$ cat src/rtl/fhd_pkg.sv
// Shared constants and carrier types of the floppy host glue block
package fhd_pkg;

    // ------------------------------------------------------------------
    // APB register map
    // ------------------------------------------------------------------
    localparam int unsigned APB_AW      = 12;
    localparam logic [11:0] OFS_CTRL    = 12'h000;
    localparam logic [11:0] OFS_STAT    = 12'h004;
    localparam logic [11:0] OFS_RDBYTE  = 12'h008;
    localparam logic [31:0] CTRL_RST    = 32'h0000_0000;
    localparam logic [31:0] CTRL_WMASK  = 32'h0000_FFFF;
    localparam logic [7:0]  RDBYTE_RST  = 8'h00;

    // ------------------------------------------------------------------
    // Field positions
    // ------------------------------------------------------------------
    localparam int unsigned DOUT_DMA_EN_BIT = 3;
    localparam int unsigned STAT_EMPTY_BIT = 0;
    localparam int unsigned STAT_FULL_BIT  = 1;
    localparam int unsigned STAT_DMA_BIT   = 2;
    localparam int unsigned STAT_DENS_BIT  = 3;
    localparam int unsigned STAT_HD_BIT    = 4;
    localparam int unsigned STAT_OVR_BIT   = 5;
    localparam int unsigned STAT_LVL_LSB   = 8;

    // ------------------------------------------------------------------
    // Encodings
    // ------------------------------------------------------------------
    localparam logic [1:0] COMPAT_OLD0 = 2'h0;
    localparam logic [1:0] COMPAT_OLD1 = 2'h1;
    localparam logic [1:0] COMPAT_NEW  = 2'h2;
    localparam logic [1:0] RATE_500K   = 2'h0;
    localparam logic [1:0] RATE_300K   = 2'h1;
    localparam logic [1:0] RATE_250K   = 2'h2;
    localparam logic [1:0] RATE_1M     = 2'h3;
    localparam logic [1:0] DENS_AUTO   = 2'h0;
    localparam logic [1:0] DENS_FORCE1 = 2'h1;
    localparam logic [1:0] DENS_FORCE0 = 2'h2;
    localparam logic [1:0] DENS_INVERT = 2'h3;

    // ------------------------------------------------------------------
    // Host address decode and FIFO size defaults
    // ------------------------------------------------------------------
    localparam logic [9:0] HOST_BASE_DFLT = 10'h100;
    localparam logic [2:0] HOST_DOUT_OFS  = 3'h2;
    localparam logic [2:0] HOST_DATA_OFS  = 3'h5;
    localparam int unsigned FIFO_W_DFLT   = 8;
    localparam int unsigned FIFO_D_DFLT   = 4;

    // ------------------------------------------------------------------
    // Carriers
    // ------------------------------------------------------------------
    typedef struct packed {
        logic [15:0] rsvd;
        logic        port_floppy_select_flag;
        logic        parallel_port_floppy_mode;
        logic [1:0]  dens_ctl;
        logic [1:0]  rate;
        logic [1:0]  compat;
        logic [7:0]  digital_output_reg;
    } fhd_ctrl_t;

    typedef struct packed {
        logic [9:0] addr;
        logic       aen;
        logic       rd_n;
        logic       wr_n;
        logic       dack_n;
        logic [7:0] data;
    } fhd_isa_t;

endpackage

$ cat src/rtl/fhd_fifo.sv
// Small flip-flop FIFO with valid/ready on both sides
module fhd_fifo #(
    parameter int unsigned WIDTH = fhd_pkg::FIFO_W_DFLT,
    parameter int unsigned DEPTH = fhd_pkg::FIFO_D_DFLT
) (
    input  wire logic                       mclk,      // System clock
    input  wire logic                       reset,     // Sync reset
    input  wire logic [WIDTH-1:0]           in_data,   // Write data
    input  wire logic                       in_valid,  // Write request
    output logic                            in_ready,  // Space available
    output logic [WIDTH-1:0]                out_data,  // Head word
    output logic                            out_valid, // Word available
    input  wire logic                       out_ready, // Drain accepts
    output logic [$clog2(DEPTH+1)-1:0]      level      // Words held
);
    localparam int unsigned PW = (DEPTH > 1) ? $clog2(DEPTH) : 1;
    localparam int unsigned LW = $clog2(DEPTH+1);

    logic [WIDTH-1:0] mem_r [DEPTH];
    logic [PW-1:0]    wptr_r;
    logic [PW-1:0]    rptr_r;
    logic [LW-1:0]    cnt_r;
    logic             push;
    logic             pop;

    function automatic logic [PW-1:0] fhd_inc(input logic [PW-1:0] p);
        fhd_inc = (p == PW'(DEPTH - 1)) ? '0 : PW'(p + 1'b1);
    endfunction

    assign in_ready  = (cnt_r != LW'(DEPTH));
    assign out_valid = (cnt_r != '0);
    assign out_data  = mem_r[rptr_r];
    assign level     = cnt_r;
    assign push      = in_valid & in_ready;
    assign pop       = out_valid & out_ready;

    always_ff @(posedge mclk) begin
        if (push) begin
            mem_r[wptr_r] <= in_data;
        end
    end

    always_ff @(posedge mclk) begin
        if (reset) begin
            wptr_r <= '0;
            rptr_r <= '0;
            cnt_r  <= '0;
        end else begin
            if (push) begin
                wptr_r <= fhd_inc(wptr_r);
            end
            if (pop) begin
                rptr_r <= fhd_inc(rptr_r);
            end
            if (push && !pop) begin
                cnt_r <= LW'(cnt_r + 1'b1);
            end else if (pop && !push) begin
                cnt_r <= LW'(cnt_r - 1'b1);
            end
        end
    end
endmodule

$ cat src/rtl/fhd_host_glue.sv
// Host address qualification, DMA acknowledge gating and density select
// Summary of operation
// - Address lines ignored during honoured DMA transfer
// - AEN high blocks all address-based selection
// - DMA data register access ignores AEN
// - Low DACK enables strobes for DMA
// - Older modes honour DACK only with bit 3
// - Newer mode always honours DACK
// - High density at 500k/1M, low otherwise
// - Drive-type input sets density level polarity
// - Mode command can override density select
// - Parallel copy when floppy mode and flag 0
// - Data bus bit 0 LSB, bit 7 MSB
// - DRQ active high, gated like DACK
//
// Implementation choices: the address map and the APB slave port.
module fhd_host_glue #(
    parameter logic [9:0]  HOST_BASE = fhd_pkg::HOST_BASE_DFLT,
    parameter int unsigned FIFO_D    = fhd_pkg::FIFO_D_DFLT
) (
    input  wire logic                   mclk,               // 100 MHz clock
    input  wire logic                   reset,              // Sync, high
    input  wire logic [11:0]            paddr,              // APB address
    input  wire logic                   psel,               // APB select
    input  wire logic                   penable,            // APB enable
    input  wire logic                   pwrite,             // APB direction
    input  wire logic [31:0]            pwdata,             // APB wdata
    output logic [31:0]                 prdata,             // APB rdata
    output logic                        pready,             // APB ready
    output logic                        pslverr,            // APB error
    input  wire fhd_pkg::fhd_isa_t      isa,                // Host bus in
    output logic [7:0]                  host_data_out,      // Host rdata
    output logic                        host_data_oe,       // Drive D7-D0
    output logic                        func_sel,           // Decode hit
    input  wire logic                   dma_req_in,         // Core wants DMA
    output logic                        drq,                // DMA request
    output logic [7:0]                  core_data,          // Byte to core
    output logic                        core_valid,         // Byte present
    input  wire logic                   core_ready,         // Core takes
    input  wire logic                   ident,              // Drive type
    output logic                        density_select_out, // Density pin
    output logic                        pp_density_out,     // Parallel copy
    output logic                        pp_density_oe       // Copy enable
);
    localparam int unsigned LW = $clog2(FIFO_D + 1);

    // ------------------------------------------------------------------
    // State
    // ------------------------------------------------------------------
    fhd_pkg::fhd_ctrl_t ctrl_r;
    logic [7:0]         rdbyte_r;
    logic               overrun_r;
    logic               wr_n_q_r;
    logic [7:0]         host_data_out_r;
    logic               dma_gate;
    logic               dack_honored;
    logic               addr_hit;
    logic               dout_hit;
    logic               data_hit;
    logic               wr_fall;
    logic               fifo_in_valid;
    logic               fifo_in_ready;
    logic [LW-1:0]      fifo_level;
    logic               high_density;
    logic               dens_auto;
    logic               apb_wr;
    logic               apb_rd;
    logic               ovr_set;
    logic               ovr_clr;
    logic [31:0]        stat_word;

    function automatic logic fhd_is_hd(input logic [1:0] rate);
        fhd_is_hd = (rate == fhd_pkg::RATE_500K) ||
                    (rate == fhd_pkg::RATE_1M);
    endfunction

    // ------------------------------------------------------------------
    // DMA acknowledge and request gating
    // ------------------------------------------------------------------
    // Newer mode treats output register bit 3 as reserved: no gating.
    assign dma_gate = (ctrl_r.compat == fhd_pkg::COMPAT_NEW) ||
                      ctrl_r.digital_output_reg[fhd_pkg::DOUT_DMA_EN_BIT];
    assign dack_honored = !isa.dack_n && dma_gate;
    // Request also waits for FIFO room, so DMA never outruns the core.
    assign drq = dma_req_in && dma_gate && fifo_in_ready;

    // ------------------------------------------------------------------
    // Address qualification
    // ------------------------------------------------------------------
    // An unhonoured low DACK falls back to plain decode; the host is
    // expected to keep DACK high during PIO anyway.
    assign addr_hit = !isa.aen &&
                      (isa.addr[9:3] == HOST_BASE[9:3]);
    assign dout_hit = !dack_honored && addr_hit &&
                      (isa.addr[2:0] == fhd_pkg::HOST_DOUT_OFS);
    assign data_hit = dack_honored ||
                      (addr_hit &&
                       (isa.addr[2:0] == fhd_pkg::HOST_DATA_OFS));
    assign func_sel = dout_hit || data_hit;

    // ------------------------------------------------------------------
    // Strobes
    // ------------------------------------------------------------------
    always_ff @(posedge mclk) begin
        if (reset) begin
            wr_n_q_r <= 1'b1;
        end else begin
            wr_n_q_r <= isa.wr_n;
        end
    end

    assign wr_fall       = wr_n_q_r && !isa.wr_n;
    assign fifo_in_valid = wr_fall && data_hit;
    assign ovr_set       = fifo_in_valid && !fifo_in_ready;
    assign ovr_clr       = apb_wr && (paddr == fhd_pkg::OFS_STAT) &&
                           pwdata[fhd_pkg::STAT_OVR_BIT];

    // ------------------------------------------------------------------
    // Host read data
    // ------------------------------------------------------------------
    // Registered mux: data lags the decode by one cycle, well inside
    // any ISA read strobe.
    always_ff @(posedge mclk) begin
        if (reset) begin
            host_data_out_r <= 8'h00;
        end else if (dout_hit) begin
            host_data_out_r <= ctrl_r.digital_output_reg;
        end else if (data_hit) begin
            host_data_out_r <= rdbyte_r[7:0];
        end else begin
            host_data_out_r <= 8'h00;
        end
    end

    assign host_data_out = host_data_out_r;
    assign host_data_oe  = !isa.rd_n && func_sel;

    // ------------------------------------------------------------------
    // Data path buffer toward the controller core
    // ------------------------------------------------------------------
    fhd_fifo #(
        .WIDTH (8),
        .DEPTH (FIFO_D)
    ) u_fifo (
        .mclk      (mclk),
        .reset     (reset),
        .in_data   (isa.data),
        .in_valid  (fifo_in_valid),
        .in_ready  (fifo_in_ready),
        .out_data  (core_data),
        .out_valid (core_valid),
        .out_ready (core_ready),
        .level     (fifo_level)
    );

    // ------------------------------------------------------------------
    // Density select
    // ------------------------------------------------------------------
    assign high_density = fhd_is_hd(ctrl_r.rate);
    assign dens_auto    = ident ? high_density : !high_density;

    always_comb begin
        case (ctrl_r.dens_ctl)
            fhd_pkg::DENS_AUTO:   density_select_out = dens_auto;
            fhd_pkg::DENS_FORCE1: density_select_out = 1'b1;
            fhd_pkg::DENS_FORCE0: density_select_out = 1'b0;
            fhd_pkg::DENS_INVERT: density_select_out = !dens_auto;
            default:              density_select_out = dens_auto;
        endcase
    end

    assign pp_density_oe  = ctrl_r.parallel_port_floppy_mode &&
                            !ctrl_r.port_floppy_select_flag;
    assign pp_density_out = pp_density_oe && density_select_out;

    // ------------------------------------------------------------------
    // APB slave
    // ------------------------------------------------------------------
    assign apb_wr  = psel && penable && pwrite;
    assign apb_rd  = psel && !pwrite;
    assign pready  = 1'b1;
    assign pslverr = psel && penable &&
                     (paddr != fhd_pkg::OFS_CTRL) &&
                     (paddr != fhd_pkg::OFS_STAT) &&
                     (paddr != fhd_pkg::OFS_RDBYTE);

    always_ff @(posedge mclk) begin
        if (reset) begin
            ctrl_r <= fhd_pkg::CTRL_RST;
        end else if (apb_wr && (paddr == fhd_pkg::OFS_CTRL)) begin
            ctrl_r <= pwdata & fhd_pkg::CTRL_WMASK;
        end else if (wr_fall && dout_hit) begin
            ctrl_r.digital_output_reg <= isa.data;
        end
    end

    always_ff @(posedge mclk) begin
        if (reset) begin
            rdbyte_r <= fhd_pkg::RDBYTE_RST;
        end else if (apb_wr && (paddr == fhd_pkg::OFS_RDBYTE)) begin
            rdbyte_r <= pwdata[7:0];
        end
    end

    // Overrun is write-one-to-clear; a new overrun beats the clear.
    always_ff @(posedge mclk) begin
        if (reset) begin
            overrun_r <= 1'b0;
        end else if (ovr_set) begin
            overrun_r <= 1'b1;
        end else if (ovr_clr) begin
            overrun_r <= 1'b0;
        end
    end

    always_comb begin
        stat_word = 32'h0000_0000;
        stat_word[fhd_pkg::STAT_EMPTY_BIT] = !core_valid;
        stat_word[fhd_pkg::STAT_FULL_BIT]  = !fifo_in_ready;
        stat_word[fhd_pkg::STAT_DMA_BIT]   = dack_honored;
        stat_word[fhd_pkg::STAT_DENS_BIT]  = density_select_out;
        stat_word[fhd_pkg::STAT_HD_BIT]    = high_density;
        stat_word[fhd_pkg::STAT_OVR_BIT]   = overrun_r;
        stat_word[fhd_pkg::STAT_LVL_LSB +: LW] = fifo_level;
    end

    always_ff @(posedge mclk) begin
        if (reset) begin
            prdata <= 32'h0000_0000;
        end else if (apb_rd && !penable) begin
            case (paddr)
                fhd_pkg::OFS_CTRL:   prdata <= ctrl_r;
                fhd_pkg::OFS_STAT:   prdata <= stat_word;
                fhd_pkg::OFS_RDBYTE: prdata <= {24'h00_0000, rdbyte_r};
                default:             prdata <= 32'h0000_0000;
            endcase
        end
    end
endmodule

$ cat config.mk
export PLATFORM = sky130hd
export DESIGN_NAME = fhd_host_glue
export DESIGN_NICKNAME = d
export VERILOG_FILES = /design/src/rtl/fhd_pkg.sv /design/src/rtl/fhd_fifo.sv /design/src/rtl/fhd_host_glue.sv
export SDC_FILE = /design/constraint.sdc
export NUM_CORES = 1
export LEC_CHECK = 0
export ABC_AREA = 1
export ABC_CLOCK_PERIOD_IN_PS = 2400
export BUFFER_PORTS_ARGS = -buffer_cell sky130_fd_sc_hd__buf_4
export CAP_MARGIN = 20
export CORE_MARGIN = 2
export CORE_UTILIZATION = 40
export CTS_CLUSTER_SIZE = 14
export DETAILED_ROUTE_END_ITERATION = 16
export PLACE_DENSITY = 0.67
export SYNTH_ARGS = -nofsm -noshare
export SYNTH_HDL_FRONTEND = slang
export SYNTH_SLANG_ARGS = --single-unit
$ cat constraint.sdc
create_clock -name mclk -period 2.4 [get_ports mclk]
set_input_delay 0.48 -clock mclk [delete_from_list [all_inputs] [get_ports mclk]]
set_output_delay 0.48 -clock mclk [all_outputs]
set_load 0.05 [all_outputs]
==> impl_metrics.yaml <==
cts:
  cts_tree: "built"
  clock_path_buffers: 2
  numCtsBuffers: 9
  cts_sinks: 91
  clock-root-buffer: "clkbuf_8"
  htreeDepth: 3
  clkLatencyLatePin_ps: 350
  clkSlewWorstSetupHoldPaths_ps: 90
worst_setup_path:
  critPathMaxFanout: 3
  path_class: "reg -> out"
  start_kind: "flop"
  arrival_ps: 1780
  end_kind: "output pin"
  worst-endpoint-required_ps: 1920
routing:
  drt_iter0_drc: 183
  wl_um: 10380
  dr.max_layer_used: "met4"
  ant_nets: 0
  wl_met1_um: 4550
  num_vias: 3735
  met3WireLength_um: 723
  viasPerCell: 4.813
  dr_wl_met2_um: 5035
  routedWlPerCell_um: 13.38
  drc: 0
  drtPass1Iterations: 5
die:
  ioPinCount: 131
  start_util: 0.4128
  die_h_um: 107.4
  rows: 37
  dieArea_um2: 11540
  die_w_um: 107.4
  core-area_um2: 10370
power:
  peakVddDrop_v: 0.0005415
  powerDensity_nw_per_um2: 671.9
  leakage_nw: 2.328
sta:
  setup_ws_ps: 141.5
  rsz0062_at_grt: "false"
  min_period_ps: 2259
  tns_ps: 0
  fmax_mhz: 442.8
  finalHoldViolCount: 0
  hold_slack_ps: 336.5
  slew_violations: 0
  finalSetupViolCount: 0
  post-route-period-util: 0.9411
  clock_skew_ps: 12.01
placed_design:
  dpl.hpwl_um: 7571
  placed_area_um2: 5114
  post-place-ws_ps: 103.4
  io_buffers: 97
  gp_congestion: 0.8460
global_routing:
  grt_overflow: 0
  grt_usage: 0.1843
  grt_start_max_net_pins: 35
  grt_pass1_vias: 3500
  grt_pass1_wl_um: 16620
  antenna_found_initial: 0
synth:
  syn_area_um2: 4280
  ys_ff_latch: 91
  syn_avg_cell_area_um2: 8.061
  synth_top_area_frac: 0.2759
  synth_area_leaders: "dfxtp_1 28%, edfxtp_1 22%, nand2_1 9.4%, inv_1 5.4%, o21ai_0 5.4%"
  synth-edff-count: 32
  ys_seq_area_frac: 0.5004
  ys_async_sr_fraction: 0
  syn_inst: 531
  ys.flop_type: "dfxtp_1"
  ys_types: 35
  yosysWarnings: 0
  yosysTopAreaCell: "dfxtp_1"
outcome:
  status: "finished clean"
worst_hold_path:
  hold_path_class: "in -> reg"
final_layout:
  nNetsFinal: 716
  layout-drive-gt1-share: 0.2313
  areaGrowthSynthToFinish_pct: 23.97
  design_area_um2: 5306
  antenna_cells: 0
job:
  drv_cap: 0
==> routing by layer <==
layer / track usage / vias up
li1: - / 1896
met1: 0.2400 / 1712
met2: 0.3128 / 122
met3: 0.03935 / 5
met4: 0.04579 / 0
met5: 0 / -
==> repair_timing <==
item | in CTS | in global routing
endpoints found under the setup margin | 0 | 1
resized for setup | 0 | 3
buffers inserted | 0 | 2
hold buffers | 0 | 0
==> cell usage in the layout (no fill, tap or decap), drive strengths merged <==
cell type,count
edfxtp,32
inv,66
and3,2
clkinv,3
conb,17
o22ai,8
nor2,67
nand3b,1
ha,6
a21oi,45
fa,1
clkbuf,10
or2,2
nand3,40
o21ai,48
nand4,2
nand2,109
buf,112
dfxtp,59
o211ai,1
o211a,1
nor3,6
clkinvlp,2
==> worst max-delay path, stage by stage (launching register included) <==
cell and delay, ps:
dfxtp_1 320, inv_1 60, o21ai_2 220, nand2_2 110, and3_1 210, or2_4 240, nand2_1 60, inv_1 30
buf_4 180
==> layout make-up <==
class	instances	area, um^2
Tap cell	136	170.2
Timing Repair Buffer	112	844.6
Clock inverter	6	41.29
Inverter	65	244.0
Fill cell	1007	5064
Clock buffer	10	127.6
Multi-Input combinational cell	356	1737
Sequential cell	91	2142
==> report_power, final <==
part / total, mW / internal (mW) / switching [mW]
Combinational: 0.968 / 0.296 / 0.672
Clock: 0.908 / 0.377 / 0.532
Sequential: 1.69 / 1.64 / 0.0515
==> logic make-up (layout without fill, tap and decap cells) <==
group                    Yosys count  in the layout  share of synthesized area
AND/OR/NAND/NOR                  229            229                     0.2409
AO/OA/AOI/OAI                    103            103                     0.1266
buffers and inverters             99            193                     0.1082
flip-flops                        91             91                     0.5004
adder cells (fa/ha/maj)            7              7                    0.02222
other                              2             17                   0.001755
==> synth_stat cells, types with 2 or more instances <==
cell	number
nand2_2	2
buf_4	19
inv_2	3
ha_1	6
clkbuf_1	8
conb_1	2
a21oi_1	45
inv_1	62
edfxtp_1	32
o22ai_1	8
and3_1	2
buf_2	4
nand3_2	2
dfxtp_1	59
nor3_1	5
buf_6	2
nor2_1	61
nand2_1	107
nor2_4	5
o21ai_0	46
nand3_1	37
==> path summary, 6_finish.rpt <==
kind	end	start	cells after the start	slack, ps
max reg2reg	u_fifo.level[2]	u_fifo.level[0]	10	280
min reg2reg	host_data_out[6]	rdbyte_r[6]	2	470
min	u_fifo.mem_r[3][6]	isa[6]	1	340
max	host_data_oe	ctrl_r[9]	8	140
==> state kept, by name (all words and copies together) (netlist names), named ones only <==
register,flops
rdbyte_r,8
u_fifo.wptr_r,2
ctrl_r,16
prdata,16
u_fifo.mem_r,32
wr_n_q_r,1
overrun_r,1
host_data_out,8
u_fifo.level,3
u_fifo.rptr_r,2
==> through the flow <==
stage	power, mW	util	cells
after floorplan	2.383	-	546
after global placement	2.674	0.4931	758
after detailed placement	2.693	0.4931	758
after CTS	3.590	0.5094	774
after global routing	3.747	0.5117	776
final	3.565	0.5117	776
No activity file was read; power rests on OpenSTA's default activity.
